### src/verilog/adc_regs_pkg.sv
// Package: offsets, field layout, codes and carriers for the converter input/result registers
package adc_regs_pkg;

    // Printed offsets are not all multiples of four: they are register indices
    localparam logic [5:0] IDX_POS_SELECT = 6'h0C;
    localparam logic [5:0] IDX_NEG_SELECT = 6'h0D;
    localparam logic [5:0] IDX_RESULT = 6'h10;
    localparam logic [5:0] IDX_SAMPLE = 6'h14;
    localparam logic [5:0] IDX_STAGING = 6'h18;
    localparam logic [5:0] IDX_WIN_LOW = 6'h1C;
    localparam logic [5:0] IDX_WIN_HIGH = 6'h1E;
    localparam int STAGING_BYTES = 3;
    localparam int IDX_BITS = 6;

    // Field layout of the input selection registers
    localparam int ROUTE_LSB = 6;
    localparam int ROUTE_MSB = 7;
    localparam int SELECT_MSB = 5;

    // Reset values
    localparam logic [1:0] ROUTE_RESET = 2'h0;
    localparam logic [5:0] SELECT_RESET = 6'h00;
    localparam logic [15:0] THRESHOLD_RESET = 16'h0000;
    localparam logic [7:0] STAGING_RESET = 8'h00;
    localparam logic [31:0] RESULT_RESET = 32'h0000_0000;
    localparam logic [15:0] SAMPLE_RESET = 16'h0000;

    // Route encodings
    localparam logic [1:0] ROUTE_DIRECT = 2'h0;
    localparam logic [1:0] ROUTE_GAIN_AMPLIFIER = 2'h1;

    // Input selection codes
    localparam logic [5:0] SEL_PIN_LOW_LAST = 6'h0B;
    localparam logic [5:0] SEL_PIN_HIGH_FIRST = 6'h10;
    localparam logic [5:0] SEL_POS_PIN_HIGH_LAST = 6'h1E;
    localparam logic [5:0] SEL_PIN_HIGH_LAST = 6'h1F;
    localparam logic [5:0] SEL_GROUND = 6'h30;
    localparam logic [5:0] SEL_SUPPLY_TENTH_SOURCE = 6'h31;
    localparam logic [5:0] SEL_TEMPERATURE_SENSOR_SOURCE = 6'h32;
    localparam logic [5:0] SEL_DAC_OUTPUT_SOURCE = 6'h38;
    localparam logic [5:0] SEL_COMPARATOR0_DAC_REFERENCE = 6'h39;
    localparam logic [5:0] SEL_COMPARATOR1_DAC_REFERENCE = 6'h3A;

    // Conversion result carried from the core
    typedef struct packed {
        logic valid;
        logic final_value;
        logic [31:0] value;
    } result_t;

    // Settings handed to the analog front end and window comparator
    typedef struct packed {
        logic [1:0] route;
        logic [5:0] pos_select;
        logic [5:0] neg_select;
        logic [15:0] win_low;
        logic [15:0] win_high;
    } front_end_t;

    // Window compare value and its strobe
    typedef struct packed {
        logic strobe;
        logic [15:0] value;
    } window_sample_t;

endpackage

### src/verilog/staging_bytes.sv
// Staging byte store for atomic access to wide registers
`timescale 1ns/10ps

module staging_bytes #(
    parameter int DEPTH = 3
) (
    input wire logic clk_i,
    input wire logic rst_i,
    input wire logic wr_en_i,
    input wire logic [1:0] wr_addr_i,
    input wire logic [7:0] wr_data_i,
    input wire logic [1:0] rd_addr_i,
    output logic [7:0] rd_data_o,
    output logic [DEPTH*8-1:0] all_o
);
    import adc_regs_pkg::*;

    logic [7:0] mem_reg [DEPTH];

    if (DEPTH < 1 || DEPTH > 4) begin : g_bad_depth
        $error("staging_bytes: DEPTH must be 1 to 4");
    end

    for (genvar g = 0; g < DEPTH; g++) begin : g_byte
        always_ff @(posedge clk_i) begin
            if (rst_i) begin
                mem_reg[g] <= STAGING_RESET;
            end else if (wr_en_i && wr_addr_i == 2'(g)) begin
                mem_reg[g] <= wr_data_i;
            end
        end
        assign all_o[g*8 +: 8] = mem_reg[g];
    end

    always_ff @(posedge clk_i) begin
        if (rst_i) begin
            rd_data_o <= STAGING_RESET;
        end else if (int'(rd_addr_i) < DEPTH) begin
            rd_data_o <= mem_reg[rd_addr_i];
        end else begin
            rd_data_o <= STAGING_RESET;
        end
    end

endmodule

### src/verilog/adc_input_result_window_regs.sv
// Converter input selection, result, sample, staging and window threshold registers
`timescale 1ns/10ps

module adc_input_result_window_regs (
    input wire logic clk_i,
    input wire logic rst_i,
    // Classic Wishbone slave, one byte register per word
    input wire logic wb_cyc_i,
    input wire logic wb_stb_i,
    input wire logic wb_we_i,
    input wire logic [7:0] wb_adr_i,
    input wire logic [3:0] wb_sel_i,
    input wire logic [31:0] wb_dat_i,
    output logic [31:0] wb_dat_o,
    output logic wb_ack_o,
    // Converter core side
    input wire adc_regs_pkg::result_t result_i,
    input wire logic sample_valid_i,
    input wire logic [15:0] sample_i,
    input wire logic monitor_sample_i,
    output adc_regs_pkg::front_end_t front_end_o,
    output adc_regs_pkg::window_sample_t window_o,
    output logic select_reserved_o
);
    import adc_regs_pkg::*;

    // ==========================================================
    // Bus decode
    logic req;
    logic wr_req;
    logic rd_req;
    logic [IDX_BITS-1:0] idx;
    logic lane0;
    logic use_stage;
    logic rd_stage_pending_reg;

    // A staging read is held off one cycle while the store's read register loads
    assign req = wb_cyc_i && wb_stb_i && !wb_ack_o && !rd_stage_pending_reg;
    assign idx = wb_adr_i[7:2];
    assign lane0 = wb_sel_i[0];
    assign wr_req = req && wb_we_i && lane0;
    assign rd_req = req && !wb_we_i;

    always_ff @(posedge clk_i) begin
        if (rst_i) begin
            wb_ack_o <= 1'b0;
        end else begin
            wb_ack_o <= (req && !(rd_req && use_stage)) || rd_stage_pending_reg;
        end
    end

    // ==========================================================
    // Captured result and sample from the core
    logic [31:0] result_reg;
    logic [15:0] sample_reg;

    always_ff @(posedge clk_i) begin
        if (rst_i) begin
            result_reg <= RESULT_RESET;
        end else if (result_i.valid) begin
            result_reg <= result_i.value;
        end
    end

    always_ff @(posedge clk_i) begin
        if (rst_i) begin
            sample_reg <= SAMPLE_RESET;
        end else if (sample_valid_i) begin
            sample_reg <= sample_i;
        end
    end

    // ==========================================================
    // Input selection and shared route
    logic [1:0] route_reg;
    logic [5:0] pos_select_reg;
    logic [5:0] neg_select_reg;
    logic wr_pos;
    logic wr_neg;

    assign wr_pos = wr_req && idx == IDX_POS_SELECT;
    assign wr_neg = wr_req && idx == IDX_NEG_SELECT;

    always_ff @(posedge clk_i) begin
        if (rst_i) begin
            route_reg <= ROUTE_RESET;
        end else if (wr_pos || wr_neg) begin
            route_reg <= wb_dat_i[ROUTE_MSB:ROUTE_LSB];
        end
    end

    always_ff @(posedge clk_i) begin
        if (rst_i) begin
            pos_select_reg <= SELECT_RESET;
        end else if (wr_pos) begin
            pos_select_reg <= wb_dat_i[SELECT_MSB:0];
        end
    end

    always_ff @(posedge clk_i) begin
        if (rst_i) begin
            neg_select_reg <= SELECT_RESET;
        end else if (wr_neg) begin
            neg_select_reg <= wb_dat_i[SELECT_MSB:0];
        end
    end

    // Reserved-code detection for the settings
    function automatic logic pin_code_ok(input logic [5:0] c, input logic [5:0] high_last);
        pin_code_ok = (c <= SEL_PIN_LOW_LAST) || (c >= SEL_PIN_HIGH_FIRST && c <= high_last);
    endfunction

    logic route_ok;
    logic pos_ok;
    logic neg_ok;

    assign route_ok = route_reg == ROUTE_DIRECT || route_reg == ROUTE_GAIN_AMPLIFIER;
    assign pos_ok = pin_code_ok(pos_select_reg, SEL_PIN_HIGH_LAST)
        || pos_select_reg == SEL_GROUND
        || pos_select_reg == SEL_SUPPLY_TENTH_SOURCE
        || pos_select_reg == SEL_TEMPERATURE_SENSOR_SOURCE
        || pos_select_reg == SEL_DAC_OUTPUT_SOURCE;
    assign neg_ok = pin_code_ok(neg_select_reg, SEL_PIN_HIGH_LAST)
        || neg_select_reg == SEL_GROUND
        || neg_select_reg == SEL_DAC_OUTPUT_SOURCE
        || neg_select_reg == SEL_COMPARATOR0_DAC_REFERENCE
        || neg_select_reg == SEL_COMPARATOR1_DAC_REFERENCE;

    // ==========================================================
    // Staging store and wide-register access
    logic stage_wr;
    logic [1:0] stage_wr_addr;
    logic [7:0] stage_wr_data;
    logic [7:0] stage_rd_data;
    logic [STAGING_BYTES*8-1:0] stage_all;
    logic [1:0] stage_rd_addr;
    logic sw_stage_wr;
    logic rd_result_low;
    logic rd_sample_low;
    logic [1:0] fill_cnt_reg;
    logic [23:0] fill_data_reg;
    logic [1:0] fill_addr_reg;
    logic thr_low_wr;

    assign sw_stage_wr = wr_req && idx >= IDX_STAGING
        && idx < IDX_STAGING + IDX_BITS'(STAGING_BYTES);
    assign thr_low_wr = wr_req && (idx == IDX_WIN_LOW || idx == IDX_WIN_HIGH);
    assign rd_result_low = rd_req && idx == IDX_RESULT;
    assign rd_sample_low = rd_req && idx == IDX_SAMPLE;
    assign stage_rd_addr = 2'(idx - IDX_STAGING);

    // A low-byte read stages the upper bytes one per cycle after the read
    always_ff @(posedge clk_i) begin
        if (rst_i) begin
            fill_cnt_reg <= 2'h0;
            fill_addr_reg <= 2'h0;
            fill_data_reg <= 24'h000000;
        end else if (rd_result_low) begin
            fill_cnt_reg <= 2'h3;
            fill_addr_reg <= 2'h0;
            fill_data_reg <= result_reg[31:8];
        end else if (rd_sample_low) begin
            fill_cnt_reg <= 2'h1;
            fill_addr_reg <= 2'h0;
            fill_data_reg <= {16'h0000, sample_reg[15:8]};
        end else if (fill_cnt_reg != 2'h0) begin
            fill_cnt_reg <= fill_cnt_reg - 2'h1;
            fill_addr_reg <= fill_addr_reg + 2'h1;
            fill_data_reg <= {8'h00, fill_data_reg[23:8]};
        end
    end

    // Upper byte k lands in staging byte k-1 for both wide registers
    logic [1:0] fill_addr;
    assign fill_addr = fill_addr_reg;

    always_comb begin
        stage_wr = 1'b0;
        stage_wr_addr = 2'h0;
        stage_wr_data = 8'h00;
        if (sw_stage_wr) begin
            stage_wr = 1'b1;
            stage_wr_addr = stage_rd_addr;
            stage_wr_data = wb_dat_i[7:0];
        end else if (thr_low_wr) begin
            // Threshold low bytes wait in staging byte 0 for the high-byte commit
            stage_wr = 1'b1;
            stage_wr_addr = 2'h0;
            stage_wr_data = wb_dat_i[7:0];
        end else if (fill_cnt_reg != 2'h0) begin
            stage_wr = 1'b1;
            stage_wr_addr = fill_addr;
            stage_wr_data = fill_data_reg[7:0];
        end
    end

    staging_bytes #(
        .DEPTH(STAGING_BYTES)
    ) u_staging (
        .clk_i(clk_i),
        .rst_i(rst_i),
        .wr_en_i(stage_wr),
        .wr_addr_i(stage_wr_addr),
        .wr_data_i(stage_wr_data),
        .rd_addr_i(stage_rd_addr),
        .rd_data_o(stage_rd_data),
        .all_o(stage_all)
    );

    // ==========================================================
    // Window thresholds: low byte lands in staging, high byte commits both
    logic [15:0] win_low_reg;
    logic [15:0] win_high_reg;

    always_ff @(posedge clk_i) begin
        if (rst_i) begin
            win_low_reg <= THRESHOLD_RESET;
        end else if (wr_req && idx == IDX_WIN_LOW + IDX_BITS'(1)) begin
            win_low_reg <= {wb_dat_i[7:0], stage_all[7:0]};
        end
    end

    always_ff @(posedge clk_i) begin
        if (rst_i) begin
            win_high_reg <= THRESHOLD_RESET;
        end else if (wr_req && idx == IDX_WIN_HIGH + IDX_BITS'(1)) begin
            win_high_reg <= {wb_dat_i[7:0], stage_all[7:0]};
        end
    end

    // ==========================================================
    // Read mux, registered
    logic [7:0] rd_byte;

    assign use_stage = idx >= IDX_STAGING && idx < IDX_STAGING + IDX_BITS'(STAGING_BYTES);

    always_comb begin
        rd_byte = 8'h00;
        unique case (idx)
            IDX_POS_SELECT: rd_byte = {route_reg, pos_select_reg};
            IDX_NEG_SELECT: rd_byte = {route_reg, neg_select_reg};
            IDX_RESULT: rd_byte = result_reg[7:0];
            IDX_RESULT + 6'h01: rd_byte = result_reg[15:8];
            IDX_RESULT + 6'h02: rd_byte = result_reg[23:16];
            IDX_RESULT + 6'h03: rd_byte = result_reg[31:24];
            IDX_SAMPLE: rd_byte = sample_reg[7:0];
            IDX_SAMPLE + 6'h01: rd_byte = sample_reg[15:8];
            IDX_WIN_LOW: rd_byte = win_low_reg[7:0];
            IDX_WIN_LOW + 6'h01: rd_byte = win_low_reg[15:8];
            IDX_WIN_HIGH: rd_byte = win_high_reg[7:0];
            IDX_WIN_HIGH + 6'h01: rd_byte = win_high_reg[15:8];
            default: rd_byte = 8'h00;
        endcase
    end

    // Staging reads answer one cycle later, once the store's read register has loaded
    always_ff @(posedge clk_i) begin
        if (rst_i) begin
            rd_stage_pending_reg <= 1'b0;
        end else begin
            rd_stage_pending_reg <= rd_req && use_stage;
        end
    end

    always_ff @(posedge clk_i) begin
        if (rst_i) begin
            wb_dat_o <= 32'h0000_0000;
        end else if (rd_stage_pending_reg) begin
            wb_dat_o <= {24'h000000, stage_rd_data};
        end else if (rd_req) begin
            wb_dat_o <= {24'h000000, rd_byte};
        end
    end

    // ==========================================================
    // Outputs toward the front end and the window comparator
    always_ff @(posedge clk_i) begin
        if (rst_i) begin
            front_end_o <= '0;
            select_reserved_o <= 1'b0;
        end else begin
            front_end_o <= '{route: route_reg, pos_select: pos_select_reg,
                neg_select: neg_select_reg, win_low: win_low_reg, win_high: win_high_reg};
            select_reserved_o <= !(route_ok && pos_ok && neg_ok);
        end
    end

    // With monitor_sample_i low only final accumulated results reach the comparator; with it high, samples do
    always_ff @(posedge clk_i) begin
        if (rst_i) begin
            window_o <= '0;
        end else if (monitor_sample_i) begin
            window_o <= '{strobe: sample_valid_i, value: sample_i};
        end else begin
            window_o <= '{strobe: result_i.valid && result_i.final_value,
                value: result_i.value[15:0]};
        end
    end

    // ==========================================================
    // Assertions
    a_route_shared: assert property (@(posedge clk_i) disable iff (rst_i)
        wr_neg |=> route_reg == $past(wb_dat_i[ROUTE_MSB:ROUTE_LSB]))
        else $error("route not updated by negative select write");
    a_route_same_view: assert property (@(posedge clk_i) disable iff (rst_i)
        (req && idx == IDX_POS_SELECT && !wb_we_i) |=> wb_dat_o[7:6] == route_reg)
        else $error("route read differs");
    a_route_code: assert property (@(posedge clk_i) disable iff (rst_i)
        !route_ok |=> select_reserved_o)
        else $error("reserved route not flagged");
    a_neg_ground: assert property (@(posedge clk_i) disable iff (rst_i)
        (neg_select_reg == SEL_GROUND && route_ok && pos_ok) |=> !select_reserved_o)
        else $error("ground flagged reserved");
    a_neg_pin_gap: assert property (@(posedge clk_i) disable iff (rst_i)
        (neg_select_reg == 6'h0C) |=> select_reserved_o)
        else $error("gap code not reserved");
    a_result_byte: assert property (@(posedge clk_i) disable iff (rst_i)
        (rd_req && idx == IDX_RESULT + 6'h03)
        |=> wb_dat_o == {24'h000000, $past(result_reg[31:24])})
        else $error("result byte 3 wrong");
    a_sample_high: assert property (@(posedge clk_i) disable iff (rst_i)
        (rd_req && idx == IDX_SAMPLE + 6'h01) |=> wb_dat_o[7:0] == $past(sample_reg[15:8]))
        else $error("sample high byte wrong");
    a_stage_fill: assert property (@(posedge clk_i) disable iff (rst_i)
        (rd_result_low && !sw_stage_wr) |-> ##4 stage_all == $past(result_reg[31:8], 4))
        else $error("staging not filled from result");
    a_sample_stage: assert property (@(posedge clk_i) disable iff (rst_i)
        (rd_sample_low && !sw_stage_wr) |-> ##2 stage_all[7:0] == $past(sample_reg[15:8], 2))
        else $error("staging not filled from sample");
    a_win_low_commit: assert property (@(posedge clk_i) disable iff (rst_i)
        (wr_req && idx == IDX_WIN_LOW + 6'h01) |=> win_low_reg[15:8] == $past(wb_dat_i[7:0]))
        else $error("low threshold not committed");
    a_win_high_hold: assert property (@(posedge clk_i) disable iff (rst_i)
        !(wr_req && idx == IDX_WIN_HIGH + 6'h01) |=> $stable(win_high_reg))
        else $error("high threshold changed without commit");
    a_final_only: assert property (@(posedge clk_i) disable iff (rst_i)
        (!monitor_sample_i && result_i.valid && !result_i.final_value) |=> !window_o.strobe)
        else $error("partial accumulation compared");
    a_ack_single: assert property (@(posedge clk_i) disable iff (rst_i)
        wb_ack_o |=> !wb_ack_o)
        else $error("ack held two cycles");

    c_result_read: cover property (@(posedge clk_i) rd_result_low ##4 rd_req);
    c_win_commit: cover property (@(posedge clk_i)
        sw_stage_wr ##[1:8] (wr_req && idx == IDX_WIN_HIGH + 6'h01));
    c_route_gain: cover property (@(posedge clk_i) route_reg == ROUTE_GAIN_AMPLIFIER);
    c_final: cover property (@(posedge clk_i) window_o.strobe);

endmodule

### config.mk
export PLATFORM = sky130hd
export DESIGN_NAME = adc_input_result_window_regs
export DESIGN_NICKNAME = d
export VERILOG_FILES = /design/src/verilog/adc_regs_pkg.sv /design/src/verilog/staging_bytes.sv /design/src/verilog/adc_input_result_window_regs.sv
export SDC_FILE = /design/constraint.sdc
export NUM_CORES = 1
export LEC_CHECK = 0
export ABC_AREA = 0
export BUFFER_PORTS_ARGS = -buffer_cell sky130_fd_sc_hd__buf_2
export CORE_ASPECT_RATIO = 0.8
export CORE_MARGIN = 5
export CORE_UTILIZATION = 59
export CTS_CLUSTER_SIZE = 14
export DETAILED_ROUTE_END_ITERATION = 6
export PLACE_DENSITY = 0.85
export SETUP_SLACK_MARGIN = 0.2
export SLEW_MARGIN = 20
export SYNTH_ARGS = -nofsm -noshare
export SYNTH_HDL_FRONTEND = slang
export SYNTH_HIERARCHICAL = 1
export SYNTH_SLANG_ARGS = --single-unit
### constraint.sdc
create_clock -name clk_i -period 6.26 [get_ports clk_i]
set_input_delay 0.939 -clock clk_i [delete_from_list [all_inputs] [get_ports clk_i]]
set_output_delay 0.939 -clock clk_i [all_outputs]
set_load 0.1 [all_outputs]
* After elaboration in Yosys (flattened, before gate mapping)
Memories as Yosys holds them, arrays and structs flattened. A register that Yosys moved wholly into a read port is not among the register bits.
Cells that the tools add are included.
** Storage, ports and cells
- Output and inout bits :: 97
- Bits in registers :: 196
- Logic and storage cells :: 146
- Input bits :: 101
- Memories :: 1
- Bits in writable memories :: 24
** Memories
- u_staging.mem_reg :: words 3, bits a word 8, rd ports 2, clocked after Yosys merged registers in 1, wr ports 3, RTL line staging_bytes.sv:18 : logic [7:0] mem_reg [DEPTH];
** Operators by class
- Bitwise gates (word level) :: 4
- Eq/ne operators :: 23
- Add/sub/neg operators :: 3
- Magnitude comparators :: 9
- Reductions and logical operators :: 52
- Muxes and demuxes :: 33
** Operators by type and width (count)
- one-hot mux 8 bit (12 select lines) :: 1
- 2-to-1 mux 24 bit :: 3
- 2-to-1 mux 8 bit :: 8
- == test 6 x 5 -> 1 bit (second input constant) :: 10
- == test 6 bit (second input constant) :: 8
- logical AND 1 bit :: 26
- greater-or-equal comparator 6 x 5 -> 1 bit (second input constant) :: 3
- 2-to-1 mux 17 bit :: 1
- logical OR 1 bit :: 14
- 2-to-1 mux 1 bit :: 14
- == test 6 x 4 -> 1 bit (second input constant) :: 2
- <= comparator 6 x 4 -> 1 bit (second input constant) :: 2
- <= comparator 6 x 5 -> 1 bit (second input constant) :: 2
- 2-to-1 mux 2 bit :: 6
- less-than comparator 6 x 5 -> 1 bit (second input constant) :: 1
- logical NOT 1 bit :: 5
- == test 2 x 1 -> 1 bit (second input constant) :: 2
- logical NOT 2 bit :: 2
- nonzero test 2 bit :: 2
- subtractor 2 x 1 -> 2 bit (second input constant) :: 2
- OR 1 bit :: 3
- nonzero test 3 bit :: 1
- OR reduction 3 bit :: 1
- adder 2 x 1 -> 2 bit (second input constant) :: 1
- other kinds (4) :: 4

* Logic depth before layout (Yosys ltp)
Gate-level depths: netlist (run 1).
- Depth in word-level cells :: 14
- Mapped depth :: 9
- Mapped depth without buffers :: 7

* Cells and area by module
Netlist (run 1), hierarchy kept.
** By module, submodules not included
- adc_input_result_window_regs :: instances 1, sequential area each 3923.8 µm², cells each 879, area each 8257.9 µm²
- staging_bytes :: instances 1, sequential area each 880.8 µm², cells each 113, area each 1375.1 µm²

* Worst setup path after synthesis (run 1)
Ideal clock, no wire load.
- Path type :: input -> register
- Start point :: input wb_cyc_i
- End point :: memory u_staging.mem_reg[0][0], enable pin
- Slack :: 2.833 ns
- Data arrival time :: 3.053 ns
- Stages on the path :: 9
- Setup time :: 0.375 ns
- Buffers on the path :: 3
- Data required time :: 5.885 ns
- Path through :: nand4bb_1 buf_2 or2_4 nor3_2 buf_2 o21ai_0 or2_2 buf_2 o21bai_1
** RTL lines
- start, declared :: RTL line adc_input_result_window_regs.sv:8 : input wire logic wb_cyc_i,
- end, declared :: RTL line staging_bytes.sv:18

==> results of run 1 <==
stage by stage:
stage | power [mW] | utilization | hold WS, ns
detailed placement | 2.24 | 0.644 | 0.445
global placement | 2.23 | 0.644 | 0.442
finish | 3.50 | 0.688 | 0.456
CTS | 3.50 | 0.688 | 0.457
global route | 3.64 | 0.688 | 0.477
floorplan | 2.13 | - | 0.432
power by group through the flow:
stage               Clock [mW]  Sequential [mW]  Combinational (mW)
finish                    1.27             1.63               0.596
global route              1.35             1.64               0.653
CTS                       1.29             1.63               0.589
detailed placement           0             1.66               0.584
global placement             0             1.66               0.573
floorplan                    0             1.69               0.433
cell type report:
cell class,instances,share of cell area
multi-input cells,685,0.400
inverters,10,0.00343
well taps,215,0.0246
clock inverters,2,0.00149
clock buffers,36,0.0616
repair buffers,149,0.0698
flip-flops and latches,228,0.439
final timing paths:
kind / from / endpoint / slack [ns] / cells past startpoint
max: rd_stage_pending_reg$_SDFF_PP0_ / u_staging/mem_reg[0][0]$_SDFFCE_PN0P_ / 2.55 / 7
min: fill_data_reg[2]$_SDFFE_PP0P_ / fill_data_reg[2]$_SDFFE_PP0P_ / 0.46 / 2
max reg2reg: rd_stage_pending_reg$_SDFF_PP0_ / u_staging/mem_reg[0][0]$_SDFFCE_PN0P_ / 2.55 / 7
min reg2reg: fill_data_reg[2]$_SDFFE_PP0P_ / fill_data_reg[2]$_SDFFE_PP0P_ / 0.46 / 2
worst reg2reg max path, cell delays in order (launching register included):
cell and delay [ns]:
dfxtp_1 0.50, nand4bb_1 0.74, or2_4 0.51, nor3_2 0.18
buf_4 0.24, o21ai_0 0.17, or2_2 0.41, o21bai_1 0.61
metal layers:
| metal | vias to the layer above | wire (um) |
|---|---|---|
| met1 | 3576 | 11200 |
| met4 | 0 | 634 |
| li1 | 3568 | - |
| met2 | 354 | 11100 |
| met3 | 69 | 2450 |
| met5 | - | 0 |
Yosys cell counts (4+ instances only):
cell and number:
a221oi_1 10, nor2b_1 59, a21oi_1 31, nand2_1 43, buf_4 26, nand2b_1 21, a211oi_1 12, nor2b_2 4
buf_1 10, dfxtp_1 204, nor2_1 197, buf_2 12, buf_6 5, mux2i_1 118, edfxtp_1 24, a22oi_1 18
inv_1 10, nor3_1 12, o21ai_0 22, o22a_2 8, a31oi_1 7, clkbuf_1 37, nand3_1 5, mux2_2 13
o22ai_1 15, nand3b_1 4
cells by family (layout without fill, tap and decap cells):
family          after synthesis  in the layout  share of synthesized area
mux                         132            132                      0.140
compound gates              146            146                      0.104
fa+ha+maj                     2              2                    0.00234
simple gates                378            378                      0.194
xor+xnor                      3              3                    0.00273
flops                       228            228                      0.499
buf+inv                     102            197                     0.0572
other cells                   1             24                   0.000389
==> flow_summary.yaml, run 1 <==
finish:
  regArea_um2: 4800
  n_antenna_cell: 0
  final_cell_mix: "204 x dfxtp_1, 197 x nor2_1, 143 x buf_2"
  multi_input_area_um2: 4380
  stdcell_count: 1325
  drive_above_1_share: 0.205
  syn_to_final_growth_pct: 13.7
  nets: 1198
  final_cell_area_um2: 10900
  largest_register_ffs: 46
  layout_commonest_cell: "dfxtp_1"
  n_fill_cell: 1234
timing:
  clock_skew_ns: 0.0183
  maxSlewHeadroom: 0.292
  tightestPinTransition_ns: 1.06
  post-route-min-period_ns: 3.71
  fin_ws_ns: 2.55
  tns_ns: 0
  fmax_ghz: 0.269
  hold_viol: 0
  fin_crit_sh: 0.593
  drv_slew: 0
  setup_viol_count_final: 0
  rsz0062_at_grt: "no"
routing:
  viasPerCell: 5.71
  first_iter_violations: 798
  wl_per_cell_um: 19.2
  dr.pass1.iters: 6
  drt_wl_total_um: 25400
  vias: 7567
  ant_nets: 0
  drc: 0
cts:
  postCtsResizedCells: 0
  clock_sinks: 228
  root_buffer: "clkbuf_16"
  ctsHoldBuffers: 0
  clkTransAtPathRegs_ns: 0.06
  cts_buffer_depth: 3
  postCtsSetupBuffers: 0
  cts_tree: "done"
  cts_made_buffers: 22
  htree_levels: 1
  worstSkewPairLatency_ns: 0.51
yosys:
  synth_area_leaders: "dfxtp_1 42%, mux2i_1 12%, nor2_1 7.7%"
  yosysTopAreaCell: "dfxtp_1"
  synthArstFlopShare: 0
  synth_area_um2: 9630
  synth_ff_type: "dfxtp_1"
  syn_inst: 992
  seq_area_frac_synth: 0.499
  synth_edf_count: 24
  synth_top_cell_area_share: 0.424
  syn_area_per_cell_um2: 9.71
  ys_seq_elements: 228
  ys_warn_count: 6
  yosysUniqueCellTypes: 69
power:
  clkPwrFrac: 0.364
  switching_share: 0.291
  p_leak_nw: 4.56
  powerDensity_nw_per_um2: 320
  p_seq_frac: 0.466
  vdd.ir_drop.worst_v: 0.000277
  combPwrFrac: 0.170
  p_switching_mw: 1.02
  p_int_mw: 2.48
worst_setup_path:
  max_stage_delay_ns: 0.74
  worst_setup_path_start_kind: "flip-flop"
  cp_max_fo: 19
  cp_num_buf_inv: 1
  cp.arrival_ns: 3.85
  cp_slowest_cell: "nand4bb_1"
  crit_path_end_kind: "flip-flop"
  crit_family: "simple AND/OR/NAND/NOR gates"
  crit_chain: "nand4bb_1, or2_4, nor3_2, buf_4, o21ai_0, or2_2, o21bai_1"
  worstPathRequired_ns: 6.39
  path_class: "flip-flop to flip-flop"
global_route:
  grt_pass1_wl_um: 39400
  first_global_vias: 7084
  top_usage_layer: "met2"
  met2_usage: 0.390
  overflow: 0
  grt_use_met3: 0.0646
  grt_util_met1: 0.370
  grt_max_degree: 104
  antenna_found_initial: 0
  grt_usage: 0.256
die:
  die_area_um2: 19000
  core_area_um2: 15900
  pin_count: 198
  die-width_um: 153
  die_y_um: 124
  core.rowCount: 41
  start_util: 0.606
place:
  numPortBuffers: 144
  gp_congestion: 0.995
  placed_cells: 1287
  place_ws_ns: 2.34
  place_area_um2: 10200
  hpwl_um: 18400
flow_run:
  maxCapViolCount: 0
min_path:
  hp-class: "flip-flop to flip-flop"
status:
  status: "finished clean"
Power figures use the tool's default switching activity.
==> run 2: changes to the inputs <==
--- a/config.mk
+++ b/config.mk
@@ -5,14 +5,14 @@
 export SDC_FILE = /design/constraint.sdc
 export NUM_CORES = 1
 export LEC_CHECK = 0
-export ABC_AREA = 0
+export ABC_AREA = 1
 export BUFFER_PORTS_ARGS = -buffer_cell sky130_fd_sc_hd__buf_2
 export CORE_ASPECT_RATIO = 0.8
 export CORE_MARGIN = 5
-export CORE_UTILIZATION = 59
+export CORE_UTILIZATION = 50
 export CTS_CLUSTER_SIZE = 14
 export DETAILED_ROUTE_END_ITERATION = 6
-export PLACE_DENSITY = 0.85
+export PLACE_DENSITY = 0.77
 export SETUP_SLACK_MARGIN = 0.2
 export SLEW_MARGIN = 20
 export SYNTH_ARGS = -nofsm -noshare
==> constraint.sdc (replaced) <==
create_clock -name clk_i -period 3.1 [get_ports clk_i]
set_input_delay 0.465 -clock clk_i [delete_from_list [all_inputs] [get_ports clk_i]]
set_output_delay 0.465 -clock clk_i [all_outputs]
set_load 0.1 [all_outputs]
==> flow_summary.yaml, run 2 <==
status:
  status: "finished clean"
global_route:
  antenna_found_initial: 0
  overflow: 0
  first_global_vias: 7915
  grt_usage: 0.224
  grt_max_degree: 86
  grt_pass1_wl_um: 41000
worst_setup_path:
  timing.rr.start: "rd_stage_pending_reg$_SDFF_PP0_"
  crit_chain: "nor2_1, nand3_2, nor2_4, nand3_1, o21ai_1, nand3_2, nand2_1"
  cpMostUsedCell: "nand3_2"
  crit_path_end_kind: "flip-flop"
  cp_num_buf_inv: 0
  reg2reg_depth: 7
  crit_family: "simple AND/OR/NAND/NOR gates"
  reg2reg_slack_ns: 0.70
  max_stage_delay_ns: 0.42
  path_class: "flip-flop to flip-flop"
  rr_endpoint: "u_staging/mem_reg[1][5]$_SDFFCE_PN0P_"
  cp.arrival_ns: 2.57
  startpoint: "rd_stage_pending_reg$_SDFF_PP0_"
  worstPathRequired_ns: 3.27
  cp_slowest_cell: "dfxtp_1"
  cp_max_fo: 11
  worst_setup_path_start_kind: "flip-flop"
cts:
  cts_made_buffers: 23
  ctsHoldBuffers: 0
  htree_levels: 1
  postCtsResizedCells: 0
  cts_buffer_depth: 3
  postCtsSetupBuffers: 0
  clkTransAtPathRegs_ns: 0.06
  cts_tree: "done"
  root_buffer: "clkbuf_16"
  clock_sinks: 228
  worstSkewPairLatency_ns: 0.51
power:
  clkPwrFrac: 0.371
  switching_share: 0.297
  p_leak_nw: 5.16
  p_seq_frac: 0.453
  combPwrFrac: 0.176
  powerDensity_nw_per_um2: 667
  p_switching_mw: 2.23
  vdd.ir_drop.worst_v: 0.000330
  p_int_mw: 5.27
yosys:
  synth-xor-area-share: 0.00180
  synth_area_um2: 9740
  synth_compound_area_frac: 0.142
  synth_ff_type: "dfxtp_1"
  synthSimpleGateAreaFrac: 0.254
  synthMuxAreaShare: 0
  synthTopCellsByCount: "251 x nor2_1, 204 x dfxtp_1, 198 x nand2_1, 120 x o21ai_0, 119 x inv_1"
  synth_area_leaders: "dfxtp_1 42%, nor2_1 9.7%, nand2_1 7.6%"
  syn_area_per_cell_um2: 7.58
  synth_top_family_by_area: "simple AND/OR/NAND/NOR gates"
  ys_warn_count: 6
  yosysUniqueCellTypes: 38
  synth_top_cell_area_share: 0.419
  ys_seq_elements: 228
  seq_area_frac_synth: 0.493
  synthArstFlopShare: 0
  syn_inst: 1284
  yosysTopAreaCell: "dfxtp_1"
  yosysMostFrequentCell: "nor2_1"
  synth_edf_count: 24
  synth_fa_ha_area_frac: 0.00129
routing:
  dr.pass1.iters: 5
  drc: 0
  vias: 8570
  wl_per_cell_um: 15.5
  drt_wl_total_um: 26000
  first_iter_violations: 931
  viasPerCell: 5.11
  ant_nets: 0
die:
  die_area_um2: 22400
  pin_count: 198
  die-width_um: 166
  core.rowCount: 45
  die_y_um: 135
  start_util: 0.510
  core_area_um2: 19100
place:
  hpwl_um: 18900
  placed_cells: 1637
  numPortBuffers: 144
  gp_congestion: 0.955
timing:
  fmax_ghz: 0.416
  hold_viol: 0
  tightestPinTransition_ns: 0.643
  setup_viol_count_final: 0
  clock_skew_ns: 0.0153
  fin_crit_sh: 0.775
  tns_ns: 0
  rsz0062_at_grt: "no"
  maxSlewHeadroom: 0.571
  post-route-min-period_ns: 2.40
  drv_slew: 0
  holdWs_ns: 0.186
finish:
  fin_util: 0.589
  final_cell_mix: "251 x nor2_1, 204 x dfxtp_1, 198 x nand2_1"
  n_antenna_cell: 0
  drive_above_1_share: 0.178
  stdcell_count: 1676
  syn_to_final_growth_pct: 15.5
  layout_commonest_cell: "nor2_1"
  nets: 1506
  largest_register_ffs: 46
min_path:
  hp-class: "input pin to flip-flop"
  hold_path_depth: 3
  hold_path_startpoint: "result_i[19]"
  holdPathEnd: "result_reg[19]$_SDFFE_PP0P_"
flow_run:
  maxCapViolCount: 0
## run 2: cell types whose count changed after synthesis, sizes merged, moves of 15 or more
cell,before,now
a21oi,33,87
inv,10,135
mux2i,118,0
nand2,43,210
nand2b,24,0
nand3,5,78
nor2,198,268
nor2b,63,0
o21ai,22,148
o22ai,15,0
## run 2: how the worst max path moves through the flow
stage | cells past startpoint | to
4_1_cts | 7 | u_staging/mem_reg[1][2]$_SDFFCE_PN0P_
6_report | 7 | u_staging/mem_reg[1][5]$_SDFFCE_PN0P_
5_1_grt | 7 | u_staging/mem_reg[1][2]$_SDFFCE_PN0P_
2_1_floorplan | 8 | u_staging/mem_reg[2][0]$_SDFFCE_PN0P_
3_5_place_dp | 9 | u_staging/mem_reg[1][2]$_SDFFCE_PN0P_
3_3_place_gp | 9 | u_staging/mem_reg[1][7]$_SDFFCE_PN0P_
## run 2: cell type report
class,instances,area [um2]
Clock buffer,33,673
Clock inverter,6,86.3
Fill cell,1754,7840
Inverter,139,526
Multi-Input combinational cell,855,3980
Sequential cell,228,4800
Tap cell,258,323
Timing Repair Buffer,157,856
## run 2: worst register-to-register path, delay by kind of cell, from the launching register on
kind	cells	cell delay, ns
AOI/OAI and AO/OA	1	0.29
and+or+nand+nor	6	1.35
DFF	1	0.42
## run 2: power groups by stage
stage / logic [mW] / registers (mW) / clock network, mW
2_1_floorplan: 0.907 / 3.50 / 0
3_3_place_gp: 1.28 / 3.45 / 0
3_5_place_dp: 1.30 / 3.45 / 0
4_1_cts: 1.31 / 3.39 / 2.82
6_report: 1.32 / 3.40 / 2.78
5_1_grt: 1.47 / 3.42 / 2.93
## run 2: per-stage QoR
step           area, um2  power [mW]  setup WS [ns]
2_1_floorplan       9820        4.41          0.360
3_3_place_gp       10500        4.73          0.379
3_5_place_dp       10500        4.75          0.276
4_1_cts            11200        7.52          0.686
5_1_grt            11200        7.82          0.492
6_report           11200        7.50          0.698
## run 2: metal layers
layer,track usage,vias up,share of wire
li1,-,4303,-
met1,0.335,3867,0.47
met2,0.327,344,0.41
met3,0.0471,56,0.087
met4,0.0637,0,0.029
met5,0,-,0
## run 2: logic make-up after synthesis
group / Yosys count
flops: 228
simple gates: 571
compound gates: 257
buf+inv: 224
fa+ha+maj: 1
other cells: 1
xor+xnor: 2
==> run 3: changes to the inputs <==
--- a/config.mk
+++ b/config.mk
@@ -5,14 +5,14 @@
 export SDC_FILE = /design/constraint.sdc
 export NUM_CORES = 1
 export LEC_CHECK = 0
-export ABC_AREA = 1
+export ABC_AREA = 0
 export BUFFER_PORTS_ARGS = -buffer_cell sky130_fd_sc_hd__buf_2
 export CORE_ASPECT_RATIO = 0.8
 export CORE_MARGIN = 5
-export CORE_UTILIZATION = 50
+export CORE_UTILIZATION = 55
 export CTS_CLUSTER_SIZE = 14
 export DETAILED_ROUTE_END_ITERATION = 6
-export PLACE_DENSITY = 0.77
+export PLACE_DENSITY = 0.8
 export SETUP_SLACK_MARGIN = 0.2
 export SLEW_MARGIN = 20
 export SYNTH_ARGS = -nofsm -noshare
==> constraint.sdc (replaced) <==
create_clock -name clk_i -period 2.33 [get_ports clk_i]
set_input_delay 0.3495 -clock clk_i [delete_from_list [all_inputs] [get_ports clk_i]]
set_output_delay 0.3495 -clock clk_i [all_outputs]
set_load 0.1 [all_outputs]
==> flow_summary.yaml, run 3 (synthesized netlist as in run 1, its figures left out) <==
status:
  status: "finished clean"
cts:
  root_buffer: "clkbuf_16"
  htree_levels: 1
  clock_sinks: 228
  worstSkewPairLatency_ns: 0.50
  clkTransAtPathRegs_ns: 0.06
  ctsHoldBuffers: 0
  cts_made_buffers: 23
  cts_tree: "done"
  cts_buffer_depth: 3
finish:
  largest_register_ffs: 46
  n_fill_cell: 1381
  nets: 1235
  drive_above_1_share: 0.245
  regArea_um2: 4810
  n_antenna_cell: 0
  syn_to_final_growth_pct: 18.2
  multi_input_area_um2: 4470
  layout_commonest_cell: "dfxtp_1"
  final_cell_mix: "203 x dfxtp_1, 197 x nor2_1, 143 x buf_2"
global_route:
  first_global_vias: 7302
  grt_max_degree: 107
  antenna_found_initial: 0
  grt_pass1_wl_um: 41300
  overflow: 0
  grt_usage: 0.261
die:
  start_util: 0.558
  die_y_um: 128
  die-width_um: 158
  die_area_um2: 20300
  core_area_um2: 17300
  pin_count: 198
  core.rowCount: 43
worst_setup_path:
  crit_chain: "nand4bb_4, or2_4, nor3_4, buf_6, o21ai_4, or2_4, o21bai_4"
  cpMostUsedCell: "or2_4"
  worst_setup_path_start_kind: "flip-flop"
  max_stage_delay_ns: 0.34
  worstPathRequired_ns: 2.51
  cp.arrival_ns: 2.28
  cp_slowest_cell: "dfxtp_4"
  path_class: "flip-flop to flip-flop"
  crit_path_end_kind: "flip-flop"
  cp_max_fo: 8
timing:
  fin_crit_sh: 0.904
  rsz0062_at_grt: "yes"
  fmax_ghz: 0.475
  setup_viol_count_final: 0
  post-route-min-period_ns: 2.11
  maxSlewHeadroom: 0.519
  holdWs_ns: 0.0870
  tns_ns: 0
  tightestPinTransition_ns: 0.718
  hold_viol: 0
  clock_skew_ns: 0.0112
  drv_slew: 0
routing:
  vias: 7738
  drt_wl_total_um: 27000
  ant_nets: 0
  wl_per_cell_um: 19.7
  drc: 0
  viasPerCell: 5.65
  first_iter_violations: 611
  dr.pass1.iters: 5
place:
  hpwl_um: 19700
  numPortBuffers: 144
  gp_congestion: 0.929
flow_run:
  maxCapViolCount: 0
power:
  vdd.ir_drop.worst_v: 0.000723
  p_leak_nw: 4.78
  powerDensity_nw_per_um2: 847
min_path:
  hp-class: "input pin to flip-flop"
## run 3: area by class of cell
cell class	count	share of cell area
Clock buffer	35	0.0615
Clock inverter	1	0.000440
Inverter	10	0.00330
Multi-Input combinational cell	685	0.393
Timing Repair Buffer	185	0.0948
Sequential cell	228	0.422
Tap cell	225	0.0247
## run 3: worst max-delay path, delay by kind of cell, from the launching register on
family	cells	cell delay, ns
AO/OA/AOI/OAI	2	0.34
buffers and inverters	1	0.16
flip-flops	1	0.34
AND/OR/NAND/NOR	4	0.94
## run 3: worst paths after layout
check                           cells after the start  slack (ns)                          start                               endpoint
worst min register to register                      2        0.46  fill_data_reg[5]$_SDFFE_PP0P_          fill_data_reg[5]$_SDFFE_PP0P_
worst max register to register                      7        0.22            wb_ack_o$_SDFF_PP0_  u_staging/mem_reg[0][6]$_SDFFCE_PN0P_
worst max-delay path                                7        0.22            wb_ack_o$_SDFF_PP0_  u_staging/mem_reg[0][6]$_SDFFCE_PN0P_
worst min-delay path                                3        0.09                   result_i[30]            result_reg[30]$_SDFFE_PP0P_
## run 3: metrics by stage
stage / total power [mW] / setup slack (ns) / cell area, um2 / utilization / instances
CTS: 9.63 / 0.196 / 11300 / 0.656 / 1367
global placement: 6.11 / 0.0433 / 10600 / 0.613 / 1328
floorplan: 5.77 / -0.0803 / 9800 / - / 1015
finish: 9.64 / 0.223 / 11400 / 0.659 / 1369
detailed placement: 6.15 / -0.00319 / 10600 / 0.613 / 1328
global route: 10.0 / 0.121 / 11400 / 0.659 / 1369
## run 3: power breakdown
part           leakage (nW)  switching [mW]  total, mW  internal, mW
logic                  2.51            1.19       1.78         0.583
registers              1.91           0.174       4.39          4.21
clock network         0.350            1.43       3.48          2.04
## run 3: per-layer routing
| layer | routed length, um | vias to the layer above | GRT usage |
|---|---|---|---|
| met2 | 12400 | 332 | 0.413 |
| met4 | 490 | 0 | 0.0502 |
| li1 | - | 3650 | - |
| met5 | 0 | - | 0 |
| met3 | 2090 | 40 | 0.0427 |
| met1 | 12000 | 3716 | 0.384 |
## run 3: what timing repair did
action	in CTS	in global routing
pin swaps	5	7
endpoints found under the setup margin	58	56
resized for setup	4	11
setup buffers	3	2
